<file path="config.mk">
export PLATFORM = sky130hd
export DESIGN_NAME = ipcfg_top
export DESIGN_NICKNAME = d
export VERILOG_FILES = /design/src/inc/ipcfg_pkg.sv /design/src/inc/ipcfg_wr_if.sv /design/src/hw/ipcfg_prio_reg.sv /design/src/hw/ipcfg_top.sv
export SDC_FILE = /design/constraint.sdc
export NUM_CORES = 1
export LEC_CHECK = 0
export BUFFER_PORTS_ARGS = -buffer_cell sky130_fd_sc_hd__buf_4
export CAP_MARGIN = 20
export CORE_ASPECT_RATIO = 0.5
export CORE_UTILIZATION = 30
export DETAILED_ROUTE_END_ITERATION = 7
export PLACE_DENSITY = 0.59
export SYNTH_ARGS = -nofsm -noshare
export SYNTH_HDL_FRONTEND = slang
export SYNTH_SLANG_ARGS = --single-unit
export TNS_END_PERCENT = 50
</file>
<file path="constraint.sdc">
create_clock -name clk_sys -period 1.5 [get_ports clk_sys]
set_input_delay 0.3 -clock clk_sys [delete_from_list [all_inputs] [get_ports clk_sys]]
set_output_delay 0.3 -clock clk_sys [all_outputs]
set_load 0.03 [all_outputs]
</file>
<file path="src/inc/ipcfg_pkg.sv">
// Purpose: shared constants and types for the interrupt priority configuration block
// Assumes: 32-bit register bus, byte addresses, one register per aligned word
// Notes:   every offset, field position, reset value and width is named here once
package ipcfg_pkg;

  // ---------------------------------------------------------------
  // widths and counts
  // ---------------------------------------------------------------
  localparam int unsigned LEVEL_W    = 3;   // one priority level field
  localparam int unsigned FIELDS_PER = 4;   // level fields per priority register
  localparam int unsigned IPR_COUNT  = 10;  // priority registers A-C, E-I, K, L
  localparam int unsigned ADDR_W     = 6;   // byte address width
  localparam int unsigned DATA_W     = 32;  // bus data width
  localparam int unsigned IPR_W      = 16;  // priority register width

  // ---------------------------------------------------------------
  // register byte offsets
  // ---------------------------------------------------------------
  localparam logic [ADDR_W-1:0] OFS_CPU_CTRL = 6'h00;  // cpu_priority_ctrl
  localparam logic [ADDR_W-1:0] OFS_IPR_A    = 6'h04;  // irq_priority_a
  localparam logic [ADDR_W-1:0] OFS_IPR_B    = 6'h08;  // irq_priority_b
  localparam logic [ADDR_W-1:0] OFS_IPR_C    = 6'h0C;  // irq_priority_c
  localparam logic [ADDR_W-1:0] OFS_IPR_E    = 6'h10;  // irq_priority_e
  localparam logic [ADDR_W-1:0] OFS_IPR_F    = 6'h14;  // irq_priority_f
  localparam logic [ADDR_W-1:0] OFS_IPR_G    = 6'h18;  // irq_priority_g
  localparam logic [ADDR_W-1:0] OFS_IPR_H    = 6'h1C;  // irq_priority_h
  localparam logic [ADDR_W-1:0] OFS_IPR_I    = 6'h20;  // irq_priority_i
  localparam logic [ADDR_W-1:0] OFS_IPR_K    = 6'h24;  // irq_priority_k
  localparam logic [ADDR_W-1:0] OFS_IPR_L    = 6'h28;  // irq_priority_l

  // priority register offsets in register order
  localparam logic [IPR_COUNT-1:0][ADDR_W-1:0] IPR_OFFSETS = {
    OFS_IPR_L, OFS_IPR_K, OFS_IPR_I, OFS_IPR_H, OFS_IPR_G,
    OFS_IPR_F, OFS_IPR_E, OFS_IPR_C, OFS_IPR_B, OFS_IPR_A};

  // ---------------------------------------------------------------
  // cpu_priority_ctrl fields
  // ---------------------------------------------------------------
  localparam int unsigned CTRL_EN_BIT    = 7;  // cpu_prio_ctrl_enable
  localparam int unsigned XFER_LVL_LSB   = 4;  // transfer engine level field
  localparam int unsigned AUTO_SET_BIT   = 3;  // auto_level_set_enable
  localparam int unsigned CPU_LVL_LSB    = 0;  // cpu_level_field
  localparam logic [7:0]  CPU_CTRL_RESET = 8'h00;
  localparam logic [LEVEL_W-1:0] LEVEL_LOWEST = 3'h0;

  // ---------------------------------------------------------------
  // irq_priority_reg fields: level_field_0..3 at bits 2:0, 6:4, 10:8, 14:12
  // ---------------------------------------------------------------
  localparam int unsigned FIELD_STRIDE = 4;   // lsb of field n is n * stride
  localparam logic [LEVEL_W-1:0] IPR_FIELD_RESET = 3'h7;

  // four level fields of one priority register
  typedef logic [FIELDS_PER-1:0][LEVEL_W-1:0] ipcfg_levels_t;

endpackage

</file>
<file path="src/inc/ipcfg_wr_if.sv">
// Purpose: write port and read back of one priority register
// Assumes: driven by the register decode in the top module
// Notes:   one instance per priority register
interface ipcfg_wr_if;
  import ipcfg_pkg::*;

  logic                 wrEn;    // one-cycle write commit
  logic [1:0]           byteEn;  // low two byte lanes of the bus
  logic [IPR_W-1:0]     wrData;  // low half of the bus write data
  ipcfg_levels_t        levels;  // current level fields
  logic [IPR_W-1:0]     rdData;  // read image, reserved bits zero

  // decode side
  modport ctrl (output wrEn, output byteEn, output wrData, input levels, input rdData);
  // register side
  modport regs (input wrEn, input byteEn, input wrData, output levels, output rdData);
endinterface

</file>
<file path="src/hw/ipcfg_prio_reg.sv">
// Purpose: one priority register holding four 3-bit level fields
// Assumes: wrEn is a single-cycle commit from the bus decode
// Notes:   reserved bits 15, 11, 7 and 3 hold no storage
module ipcfg_prio_reg
  import ipcfg_pkg::*;
(
  input  wire logic clk_sys,
  input  wire logic rstn,
  ipcfg_wr_if.regs  port
);

  // ---------------------------------------------------------------
  // state
  // ---------------------------------------------------------------
  typedef struct packed {
    ipcfg_levels_t level;  // four level fields
  } ipcfg_preg_t;

  ipcfg_preg_t state_reg;   // registered state
  ipcfg_preg_t state_next;  // next state

  // byte lane update of each field, reserved bits dropped
  always_comb begin
    state_next = state_reg;
    if (port.wrEn) begin
      for (int f = 0; f < FIELDS_PER; f++) begin
        // fields 0,1 sit in byte 0, fields 2,3 in byte 1
        if (port.byteEn[f/2]) begin
          state_next.level[f] = port.wrData[f*FIELD_STRIDE +: LEVEL_W];
        end
      end
    end
  end

  // every field starts at level 7
  always_ff @(posedge clk_sys or negedge rstn) begin
    if (!rstn) begin
      state_reg <= {FIELDS_PER{IPR_FIELD_RESET}};
    end else begin
      state_reg <= state_next;
    end
  end

  // read image and continuous level output
  always_comb begin
    port.rdData = '0;
    for (int f = 0; f < FIELDS_PER; f++) begin
      port.rdData[f*FIELD_STRIDE +: LEVEL_W] = state_reg.level[f];
    end
  end
  assign port.levels = state_reg.level;

  // ---------------------------------------------------------------
  // checks
  // ---------------------------------------------------------------
  chk_reset_all_seven: assert property (@(posedge clk_sys) !rstn ##1 !rstn |->
    state_reg.level == {FIELDS_PER{IPR_FIELD_RESET}})
    else $error("priority fields not at level 7 in reset");
  chk_reserved_read_zero: assert property (@(posedge clk_sys) disable iff (!rstn)
    (port.rdData & 16'h8888) == 16'h0000)
    else $error("reserved priority bits read nonzero");
  chk_field_write_lane: assert property (@(posedge clk_sys) disable iff (!rstn)
    port.wrEn && port.byteEn[0] |=> port.levels[0] == $past(port.wrData[2:0]))
    else $error("level field 0 did not take written value");
  chk_hold_without_write: assert property (@(posedge clk_sys) disable iff (!rstn)
    !port.wrEn |=> $stable(port.levels))
    else $error("priority fields changed without a write");

endmodule

</file>
<file path="src/hw/ipcfg_top.sv">
// Purpose: cpu priority control and ten interrupt priority registers
// Assumes: Avalon-MM slave with waitrequest, byte addresses, 32-bit data
// Notes:   each access answers two edges after the request is raised
//          read data is captured one edge before a write would commit
//          unmapped words read zero and drop writes
//          no level field exists for the non-maskable source
//          while auto set is on the cpu level follows the core mask
//
// The Avalon-MM register port and the address map were left to the implementer.
module ipcfg_top
  import ipcfg_pkg::*;
(
  input  wire logic                                      clk_sys,
  input  wire logic                                      rstn,
  // register bus
  input  wire logic [ipcfg_pkg::ADDR_W-1:0]              avs_address,
  input  wire logic                                      avs_read,
  input  wire logic                                      avs_write,
  input  wire logic [ipcfg_pkg::DATA_W-1:0]              avs_writedata,
  input  wire logic [3:0]                                avs_byteenable,
  output logic      [ipcfg_pkg::DATA_W-1:0]              avs_readdata,
  output logic                                           avs_waitrequest,
  // cpu interrupt mask from the core
  input  wire logic                                      condCodeMask,
  input  wire logic [ipcfg_pkg::LEVEL_W-1:0]             extCtrlMask,
  input  wire logic                                      extMaskMode,
  // to arbitration
  output logic                                           cpuPrioActive,
  output logic      [ipcfg_pkg::LEVEL_W-1:0]             cpuArbLevel,
  output logic      [ipcfg_pkg::LEVEL_W-1:0]             xferArbLevel,
  output ipcfg_pkg::ipcfg_levels_t [ipcfg_pkg::IPR_COUNT-1:0] irqLevels
);

  // ---------------------------------------------------------------
  // state
  // ---------------------------------------------------------------
  typedef struct packed {
    logic               waitReq;     // bus wait, low for the answer cycle
    logic [DATA_W-1:0]  rdData;      // captured read data
    logic               ctrlEn;      // cpu_prio_ctrl_enable
    logic [LEVEL_W-1:0] xferLevel;   // transfer engine level
    logic               autoEn;      // auto_level_set_enable
    logic [LEVEL_W-1:0] cpuLevel;    // cpu_level_field
    logic               prioActive;  // registered copy of ctrlEn for output
    logic [LEVEL_W-1:0] arbLevel;    // effective cpu level for arbitration
  } ipcfg_top_t;

  ipcfg_top_t state_reg;   // registered state
  ipcfg_top_t state_next;  // next state

  // ---------------------------------------------------------------
  // decode
  // ---------------------------------------------------------------
  logic                 busReq;      // read or write pending
  logic                 commit;      // access completes at this edge
  logic                 hitCtrl;     // address is the cpu control register
  logic [IPR_COUNT-1:0] hitIpr;      // one-hot priority register hit
  logic [LEVEL_W-1:0]   maskLevel;   // cpu mask as a level
  logic [7:0]           ctrlImage;   // cpu control read image
  logic [IPR_COUNT-1:0][IPR_W-1:0] iprRead;  // priority register read images
  logic                 anyHit;      // address hits a mapped register

  // a request is pending while read or write is high
  assign busReq = avs_read | avs_write;
  // the access completes at the edge where wait is already low
  assign commit = busReq & ~state_reg.waitReq;
  // word compare; the two low address bits are ignored
  assign hitCtrl = (avs_address[ADDR_W-1:2] == OFS_CPU_CTRL[ADDR_W-1:2]);
  // unmapped words read zero and ignore writes
  assign anyHit = hitCtrl | (|hitIpr);

  // one-hot compare against each priority register offset
  always_comb begin
    for (int r = 0; r < IPR_COUNT; r++) begin
      hitIpr[r] = (avs_address[ADDR_W-1:2] == IPR_OFFSETS[r][ADDR_W-1:2]);
    end
  end

  // ---------------------------------------------------------------
  // cpu interrupt mask
  // ---------------------------------------------------------------
  // single mask bit fills all three level bits; extended mask copies as is
  // the core tells through extMaskMode which of its masks is live
  always_comb begin
    if (extMaskMode) begin
      maskLevel = extCtrlMask;
    end else begin
      maskLevel = {LEVEL_W{condCodeMask}};
    end
  end

  // ---------------------------------------------------------------
  // read images
  // ---------------------------------------------------------------
  // cpu control register read image, unused bits from the reset value
  always_comb begin
    ctrlImage = CPU_CTRL_RESET;
    ctrlImage[CTRL_EN_BIT] = state_reg.ctrlEn;
    ctrlImage[XFER_LVL_LSB +: LEVEL_W] = state_reg.xferLevel;
    ctrlImage[AUTO_SET_BIT] = state_reg.autoEn;
    ctrlImage[CPU_LVL_LSB +: LEVEL_W] = state_reg.cpuLevel;
  end

  // ---------------------------------------------------------------
  // priority registers, maskable sources only
  // ---------------------------------------------------------------
  for (genvar g = 0; g < IPR_COUNT; g++) begin : gen_ipr
    ipcfg_wr_if wrBus();  // write port of this register

    // write commits one cycle per accepted bus write
    assign wrBus.wrEn   = commit & avs_write & hitIpr[g];
    // lanes 2 and 3 carry no priority bits
    assign wrBus.byteEn = avs_byteenable[1:0];
    assign wrBus.wrData = avs_writedata[IPR_W-1:0];
    // reserved bits are already zero in the read image
    assign iprRead[g]   = wrBus.rdData;

    // the level fields drive arbitration straight from their flops
    assign irqLevels[g] = wrBus.levels;

    // field storage; no field exists for the non-maskable source
    ipcfg_prio_reg ipcfg_prio_reg_i (
      .clk_sys (clk_sys),
      .rstn    (rstn),
      .port    (wrBus.regs)
    );
  end

  // ---------------------------------------------------------------
  // next state
  // ---------------------------------------------------------------
  always_comb begin
    // every field holds unless a branch below changes it
    state_next = state_reg;

    // bus handshake: wait drops for exactly one cycle per request
    // a read of an unmapped word leaves the cleared data in place
    if (busReq && state_reg.waitReq) begin
      state_next.waitReq = 1'b0;
      state_next.rdData  = '0;
      // read image captured one edge before the answer
      if (avs_read) begin
        if (hitCtrl) begin
          state_next.rdData[7:0] = ctrlImage;
        end else begin
          for (int r = 0; r < IPR_COUNT; r++) begin
            if (hitIpr[r]) begin
              state_next.rdData[IPR_W-1:0] = iprRead[r];
            end
          end
        end
      end
    end else begin
      // answer given or no request: back to waiting
      state_next.waitReq = 1'b1;
    end

    // cpu control write, low byte lane only
    if (commit && avs_write && hitCtrl && avs_byteenable[0]) begin
      state_next.ctrlEn    = avs_writedata[CTRL_EN_BIT];
      state_next.xferLevel = avs_writedata[XFER_LVL_LSB +: LEVEL_W];
      state_next.autoEn    = avs_writedata[AUTO_SET_BIT];
      // level field only writable while auto set is off
      if (!state_reg.autoEn) begin
        state_next.cpuLevel = avs_writedata[CPU_LVL_LSB +: LEVEL_W];
      end
    end

    // auto set overrides the level field every cycle
    if (state_reg.autoEn) begin
      state_next.cpuLevel = maskLevel;
    end

    // effective cpu priority toward the transfer engines
    // taken from the next state so outputs move with the control register
    state_next.prioActive = state_next.ctrlEn;
    if (state_next.ctrlEn) begin
      state_next.arbLevel = state_next.cpuLevel;
    end else begin
      state_next.arbLevel = LEVEL_LOWEST;
    end
  end

  // ---------------------------------------------------------------
  // state register
  // ---------------------------------------------------------------
  always_ff @(posedge clk_sys or negedge rstn) begin
    if (!rstn) begin
      // wait high and every field at its reset value
      state_reg.waitReq    <= 1'b1;
      state_reg.rdData     <= '0;
      state_reg.ctrlEn     <= CPU_CTRL_RESET[CTRL_EN_BIT];
      state_reg.xferLevel  <= CPU_CTRL_RESET[XFER_LVL_LSB +: LEVEL_W];
      state_reg.autoEn     <= CPU_CTRL_RESET[AUTO_SET_BIT];
      state_reg.cpuLevel   <= CPU_CTRL_RESET[CPU_LVL_LSB +: LEVEL_W];
      state_reg.prioActive <= 1'b0;
      state_reg.arbLevel   <= LEVEL_LOWEST;
    end else begin
      state_reg <= state_next;
    end
  end

  // ---------------------------------------------------------------
  // outputs, all from flops
  // ---------------------------------------------------------------
  // no logic stands between these flops and the pins
  assign avs_waitrequest = state_reg.waitReq;
  assign avs_readdata    = state_reg.rdData;
  assign cpuPrioActive   = state_reg.prioActive;
  assign cpuArbLevel     = state_reg.arbLevel;
  assign xferArbLevel    = state_reg.xferLevel;

  // ---------------------------------------------------------------
  // checks
  // ---------------------------------------------------------------
  // checked from the second edge in reset, flops start unknown
  chk_reset_cpu_zero: assert property (@(posedge clk_sys) !rstn ##1 !rstn |->
    state_reg.cpuLevel == 3'h0 && cpuArbLevel == 3'h0)
    else $error("cpu level not zero in reset");
  // enable and automatic set
  chk_enabled_follows_level: assert property (@(posedge clk_sys) disable iff (!rstn)
    state_reg.ctrlEn |-> cpuPrioActive && cpuArbLevel == state_reg.cpuLevel)
    else $error("cpu arbitration level does not follow level field");
  chk_auto_blocks_write: assert property (@(posedge clk_sys) disable iff (!rstn)
    commit && avs_write && hitCtrl && state_reg.autoEn
    |=> state_reg.cpuLevel == $past(maskLevel))
    else $error("level field written while auto set enabled");
  chk_disabled_lowest: assert property (@(posedge clk_sys) disable iff (!rstn)
    !state_reg.ctrlEn |-> !cpuPrioActive && cpuArbLevel == 3'h0)
    else $error("cpu not lowest while control disabled");
  chk_auto_copy_mask: assert property (@(posedge clk_sys) disable iff (!rstn)
    state_reg.autoEn && !extMaskMode && condCodeMask |=> state_reg.cpuLevel == 3'h7)
    else $error("single mask bit not reflected as level 7");

  // bus handshake and priority register writes
  chk_bus_answer_two: assert property (@(posedge clk_sys) disable iff (!rstn)
    busReq && avs_waitrequest |=> !avs_waitrequest ##1 avs_waitrequest)
    else $error("bus answer not exactly one cycle after request");
  chk_ipr_write_visible: assert property (@(posedge clk_sys) disable iff (!rstn)
    commit && avs_write && hitIpr[0] && avs_byteenable[1]
    |=> irqLevels[0][3] == $past(avs_writedata[14:12]))
    else $error("priority register A field 3 not visible after write");
  // lane off leaves the field alone
  chk_ipr_lane_hold: assert property (@(posedge clk_sys) disable iff (!rstn)
    commit && avs_write && hitIpr[0] && !avs_byteenable[1]
    |=> irqLevels[0][3] == $past(irqLevels[0][3]))
    else $error("priority register A field 3 changed with its lane off");

  // read answers: reserved and upper bits zero, unmapped words all zero
  chk_read_reserved_zero: assert property (@(posedge clk_sys) disable iff (!rstn)
    commit && avs_read && !hitCtrl |-> (avs_readdata & 32'hFFFF_8888) == 32'h0000_0000)
    else $error("reserved or upper read bits nonzero");
  chk_unmapped_read_zero: assert property (@(posedge clk_sys) disable iff (!rstn)
    commit && avs_read && !anyHit |-> avs_readdata == 32'h0000_0000)
    else $error("unmapped word read nonzero");
  chk_ctrl_read_image: assert property (@(posedge clk_sys) disable iff (!rstn)
    commit && avs_read && hitCtrl && !state_reg.autoEn
    |-> avs_readdata == {24'h00_0000, ctrlImage})
    else $error("cpu control read data differs from register");

  // cpu control writes and idle bus wait
  chk_manual_level_write: assert property (@(posedge clk_sys) disable iff (!rstn)
    commit && avs_write && hitCtrl && avs_byteenable[0] && !state_reg.autoEn
    |=> state_reg.cpuLevel == $past(avs_writedata[2:0]))
    else $error("level field did not take written value");
  chk_xfer_level_write: assert property (@(posedge clk_sys) disable iff (!rstn)
    commit && avs_write && hitCtrl && avs_byteenable[0]
    |=> xferArbLevel == $past(avs_writedata[6:4]))
    else $error("transfer engine level did not take written value");
  chk_lane_off_ignored: assert property (@(posedge clk_sys) disable iff (!rstn)
    commit && avs_write && hitCtrl && !avs_byteenable[0]
    |=> $stable(state_reg.ctrlEn) && $stable(state_reg.xferLevel) && $stable(state_reg.autoEn))
    else $error("cpu control changed with its lane off");
  chk_wait_idle_high: assert property (@(posedge clk_sys) disable iff (!rstn)
    !busReq |=> avs_waitrequest)
    else $error("wait low without a request");

  // ---------------------------------------------------------------
  // covers
  // ---------------------------------------------------------------
  cov_auto_mode: cover property (@(posedge clk_sys) disable iff (!rstn)
    state_reg.autoEn && extMaskMode && state_reg.ctrlEn);
  cov_ipr_write: cover property (@(posedge clk_sys) disable iff (!rstn)
    commit && avs_write && hitIpr[IPR_COUNT-1]);
  cov_ctrl_read: cover property (@(posedge clk_sys) disable iff (!rstn)
    commit && avs_read && hitCtrl && cpuArbLevel == 3'h7);
  cov_ccr_auto: cover property (@(posedge clk_sys) disable iff (!rstn)
    state_reg.autoEn && !extMaskMode && condCodeMask);
  cov_lane_off: cover property (@(posedge clk_sys) disable iff (!rstn)
    commit && avs_write && hitCtrl && !avs_byteenable[0]);

endmodule

</file>
== Word-level counts from Yosys, hierarchy flattened ==
Cells that the tools add are included.
Storage, ports and cells
  output and inout port bits: 160
  flip-flop bits (word level): 148
  bits of input ports: 51
  logic and storage cells: 115
Operators by class
  bitwise logic cells: 14
  muxes and demuxes: 19
  reduce and logical (&&, ||, !) cells: 25
  equality and inequality tests: 10
Operators by type and width (number)
  16-bit 2-to-1 mux: 10
  2-bit AND reduction: 20
  8-bit 2-to-1 mux: 3
  4-bit by 3-bit equality test with 1-bit output, second input constant: 4
  15-bit 2-to-1 mux: 1
  1-bit bitwise AND: 12
  4-bit equality test, second input constant: 3
  3-bit 2-to-1 mux: 4
  4-bit by 2-bit equality test with 1-bit output, second input constant: 2
  4-bit by 1-bit equality test with 1-bit output, second input constant: 1
  1-bit logical AND: 4
  4-bit logical NOT: 1
  1-bit 2-to-1 mux: 1
  1-bit inverter: 1
  1-bit bitwise OR: 1

== Longest topological paths before layout ==
  depth after elaboration: 13
  gate-level depth with buffers: 8
  depth with buffers taken out: 4

== Modules after synthesis ==
Synthesis repeated with hierarchy kept, for this count alone.
Unflattened totals
  cells, all modules: 843
  area, all modules: 9073.7 um2
By module, submodules not included
  ipcfg_prio_reg: times used 10, area each 581.8 um2, cells each 43, seq. area each 315.3 um2
  ipcfg_top: times used 1, area each 3255.6 um2, cells each 413, seq. area each 701.9 um2

== Worst setup path after synthesis ==
No wires, ideal clock.
  path kind: register to register
  start: register state_reg, in the netlist avs_waitrequest
  end: register state_reg, in the netlist cpuArbLevel[0]
  period minus slack after synthesis: 1.696 ns
  required time: 1.358 ns
  setup time: 0.142 ns
  path slack: -0.196 ns
  cell stages (with the launch flop): 7
  arrival time: 1.554 ns
  buffers on the path: 2
  cell sequence: dfstp_2 -> and3b_1 -> buf_2 -> and2_1 -> buf_6 -> mux2i_1 -> a211oi_1
RTL lines
  start: declaration: RTL line ipcfg_top.sv:48  | ipcfg_top_t state_reg;
  start signal: assignment: RTL line ipcfg_top.sv:199  | state_reg <= state_next;

==> metrics <==
CTS tree built; Finished Layout Cells 1198; Yosys cell types 55; core area around 24000 µm²; first-pass GRT wire length 36.7 mm; Worst Hold Depth 3; GPL Wtd Cong approximately 0.86; drt total wl between 20 and 25 mm; Reg area between 3000 and 4000 µm²; Crit path buffers/inverters 1; Critical Path AT between 1500 and 2000 ps; CTS sink cnt approximately 150; total grt overflow 0; Post-synth EDFFs 0; RR Startpoint avs_waitrequest; Seq/Total Area, Yosys 0.501; Mapped Area about 7600 µm²; CP peak stage delay 550 ps; die height approximately 110 µm; Worst-Skew Late Latency between 400 and 500 ps; Filler Cell Count between 2000 and 2500; via count ~6000; cell family with most CP delay flip-flops; type of origin of the critical path register; num ports around 210; worst slack, placed -314 ps; row cnt 40; Min Hold Slack slightly below 80 ps; Vias/cell between 4 and 5; final setup margin -112 ps; post-synthesis cell count slightly above 600; vias in the first global route approximately 6100; yosys warns 0; Root Buffer clkbuf_16; final critical-path required period ~1600 ps; Clock Tree Buf Depth 2; area grow syn2layout 41.1%; Period Utilization, post-route 1.07; Post-Place Cells approximately 1200; failing checks setup timing; pwr dens approximately 1300 nW/µm²; Top FF cell, synth dfstp_2; Crit-path slowest cell dfstp_2; Max VDD drop 661 µV; crit-path max FO 6; Synth top area share 0.419; port bufs 170; Clock transition at path regs 60 ps; status complete, but fails checks; worst r2r path cells 5; Yosys reg bits between 100 and 150; GRT Overall Usage 0.190; DRC 0; pins over their slew limit 0; RSZ-0062 raised after global routing true; Final Skew approximately 7.6 ps; setup slack, reg-to-reg -110 ps; worst-path cell chain and3b_2 -> buf_4 -> and2_4 -> mux2i_4 -> a211oi_2; fin nets 900; Starting DRT DRC Count between 300 and 400; asr flop ratio synth 1.00; Initial Util 0.311; syn_area_per_cell between 10 and 15 µm²; footprint of the multi-input gates approximately 3700 µm²; most frequent cell after synthesis mux2_2; Core Util, Final 0.439; share of layout cells above drive strength 1 0.674; worst hold path endpoint ctrlImage[3]; Final setup viols 105; Post-DP HPWL approximately 18 mm; Die Wd ~230 µm; Crit Path Class register to register; ant diodes 0; area leader, netlist dfstp_2; Hold Crit Class primary input to register; Max Cap Viol 0; largest net degree at the start of global routing between 50 and 60; top post-synthesis cells by area dfstp_2 (42%), mux2_2 (19%), dfrtp_1 (8.2%); Hold Violations, Final 0; CP required ~1800 ps; Peak Freq a little over 600 MHz; static leakage between 4 and 5 nW; synth cell count leaders mux2_2 (130), dfstp_2 (121), buf_4 (29), nand2_1 (28), dfrtp_1 (25); htree depth 4; CTS Buf Count 17; Die Area 26000 µm²; Avg WL per Cell between 20 and 25 µm; number of detailed-route iterations in the first pass 5; antenna violations before repair 0; antenna violation net count after detailed routing 0; critical path endpoint category register; Reg-to-Reg End cpuArbLevel[0]; Hold Startpoint avs_writedata[3]
-- worst reg2reg max path: cells and delay by family (launching register included) --
kind	cells	cell delay, ps
compound gates	1	180
buf+inv	1	170
flops	1	550
mux	1	210
simple gates	2	430
-- timing repair --
action / 4_1_cts / 5_1_grt
pin swaps: 9 / 10
resized for setup: 32 / 40
setup endpoints to repair: 129 / 148
setup buffers: 4 / 5
hold endpoints to repair: 19 / 0
hold buffers: 1 / 0
-- per-stage QoR --
stage | power (W) | area (µm²) | setup TNS (ps)
2_1_floorplan | 0.00754 | 7700 | -7000
3_3_place_gp | 0.00906 | 9800 | -24370
3_5_place_dp | 0.00911 | 9800 | -26180
4_1_cts | 0.0134 | 10600 | -7380
5_1_grt | 0.0140 | 10700 | -11290
6_report | 0.0134 | 10700 | -5530
-- worst max path at each step --
stage                          from         endpoint  slack [ps]  cells past startpoint
floorplan           avs_waitrequest   cpuArbLevel[0]        -160                      6
global placement     avs_address[3]  avs_readdata[9]        -270                      7
detailed placement   avs_address[3]  avs_readdata[9]        -310                      7
CTS                 avs_waitrequest   cpuArbLevel[0]        -110                      5
global route        avs_waitrequest   cpuArbLevel[0]        -150                      5
finish              avs_waitrequest   cpuArbLevel[0]        -110                      5
-- layer usage --
layer	part of all wire	wire length [µm]	track usage	vias to the layer above
met1	0.44	10800	0.247	3091
met5	0	0	0	-
met4	0.018	440	0.0662	0
met3	0.035	849	0.0308	34
li1	-	-	-	2721
met2	0.50	12300	0.320	130
-- power breakdown --
group	total [W]	internal [W]	switching (W)
Sequential	0.00543	0.00486	0.000574
Clock	0.00423	0.00249	0.00175
Combinational	0.00377	0.00162	0.00215
Total	0.0134	0.00897	0.00447
-- area by class of cell --
class                   count  area share
clock buffers              19      0.0413
clock inverters            13      0.0127
inverters                   8     0.00280
multi-input cells         419       0.343
flip-flops and latches    146       0.355
well taps                 336      0.0392
repair buffers            257       0.206
-- logic make-up after synthesis --
| kind of cell | Yosys count | share of synthesized area |
|---|---|---|
| mux | 143 | 0.210 |
| flops | 146 | 0.501 |
| simple gates | 143 | 0.123 |
| buf+inv | 75 | 0.0575 |
| other cells | 1 | 0.000494 |
| compound gates | 115 | 0.108 |
-- registers in the layout, indices dropped and copies added (netlist names) --
| signal | count |
|---|---|
| avs_waitrequest | 1 |
| gen_ipr.ipcfg_prio_reg_i.port.levels | 120 |
| avs_readdata | 14 |
| xferArbLevel | 3 |
| cpuArbLevel | 3 |
| ctrlImage | 4 |
| cpuPrioActive | 1 |
-- cells in the final DEF, fill, tap and decap left out, types with 4 or more instances in the layout --
master	synthesis	final
buf_4	29	222
dfstp_2	121	121
mux2_2	130	99
mux2_4	0	31
dfrtp_1	25	25
nand2_1	28	24
o21ai_0	19	19
conb_1	1	18
clkbuf_16	0	17
buf_6	3	17
a21oi_1	16	16
buf_12	0	16
nor2_4	13	15
nor3_1	15	14
mux2i_1	13	12
nand3b_1	10	10
a22o_1	10	10
nor3b_1	10	10
nand2b_1	9	9
and3_1	8	8
inv_1	8	8
o211ai_1	8	8
nor2_1	8	7
o2111ai_1	7	7
a32oi_1	7	7
nor2b_1	6	6
a211oi_2	0	6
a21o_1	6	6
o21ai_1	5	5
nand3_1	7	4
o2bb2ai_1	4	4
o221ai_1	4	4
clkinv_2	0	4
clkinvlp_4	0	4
(Power assumes the default switching activity.)
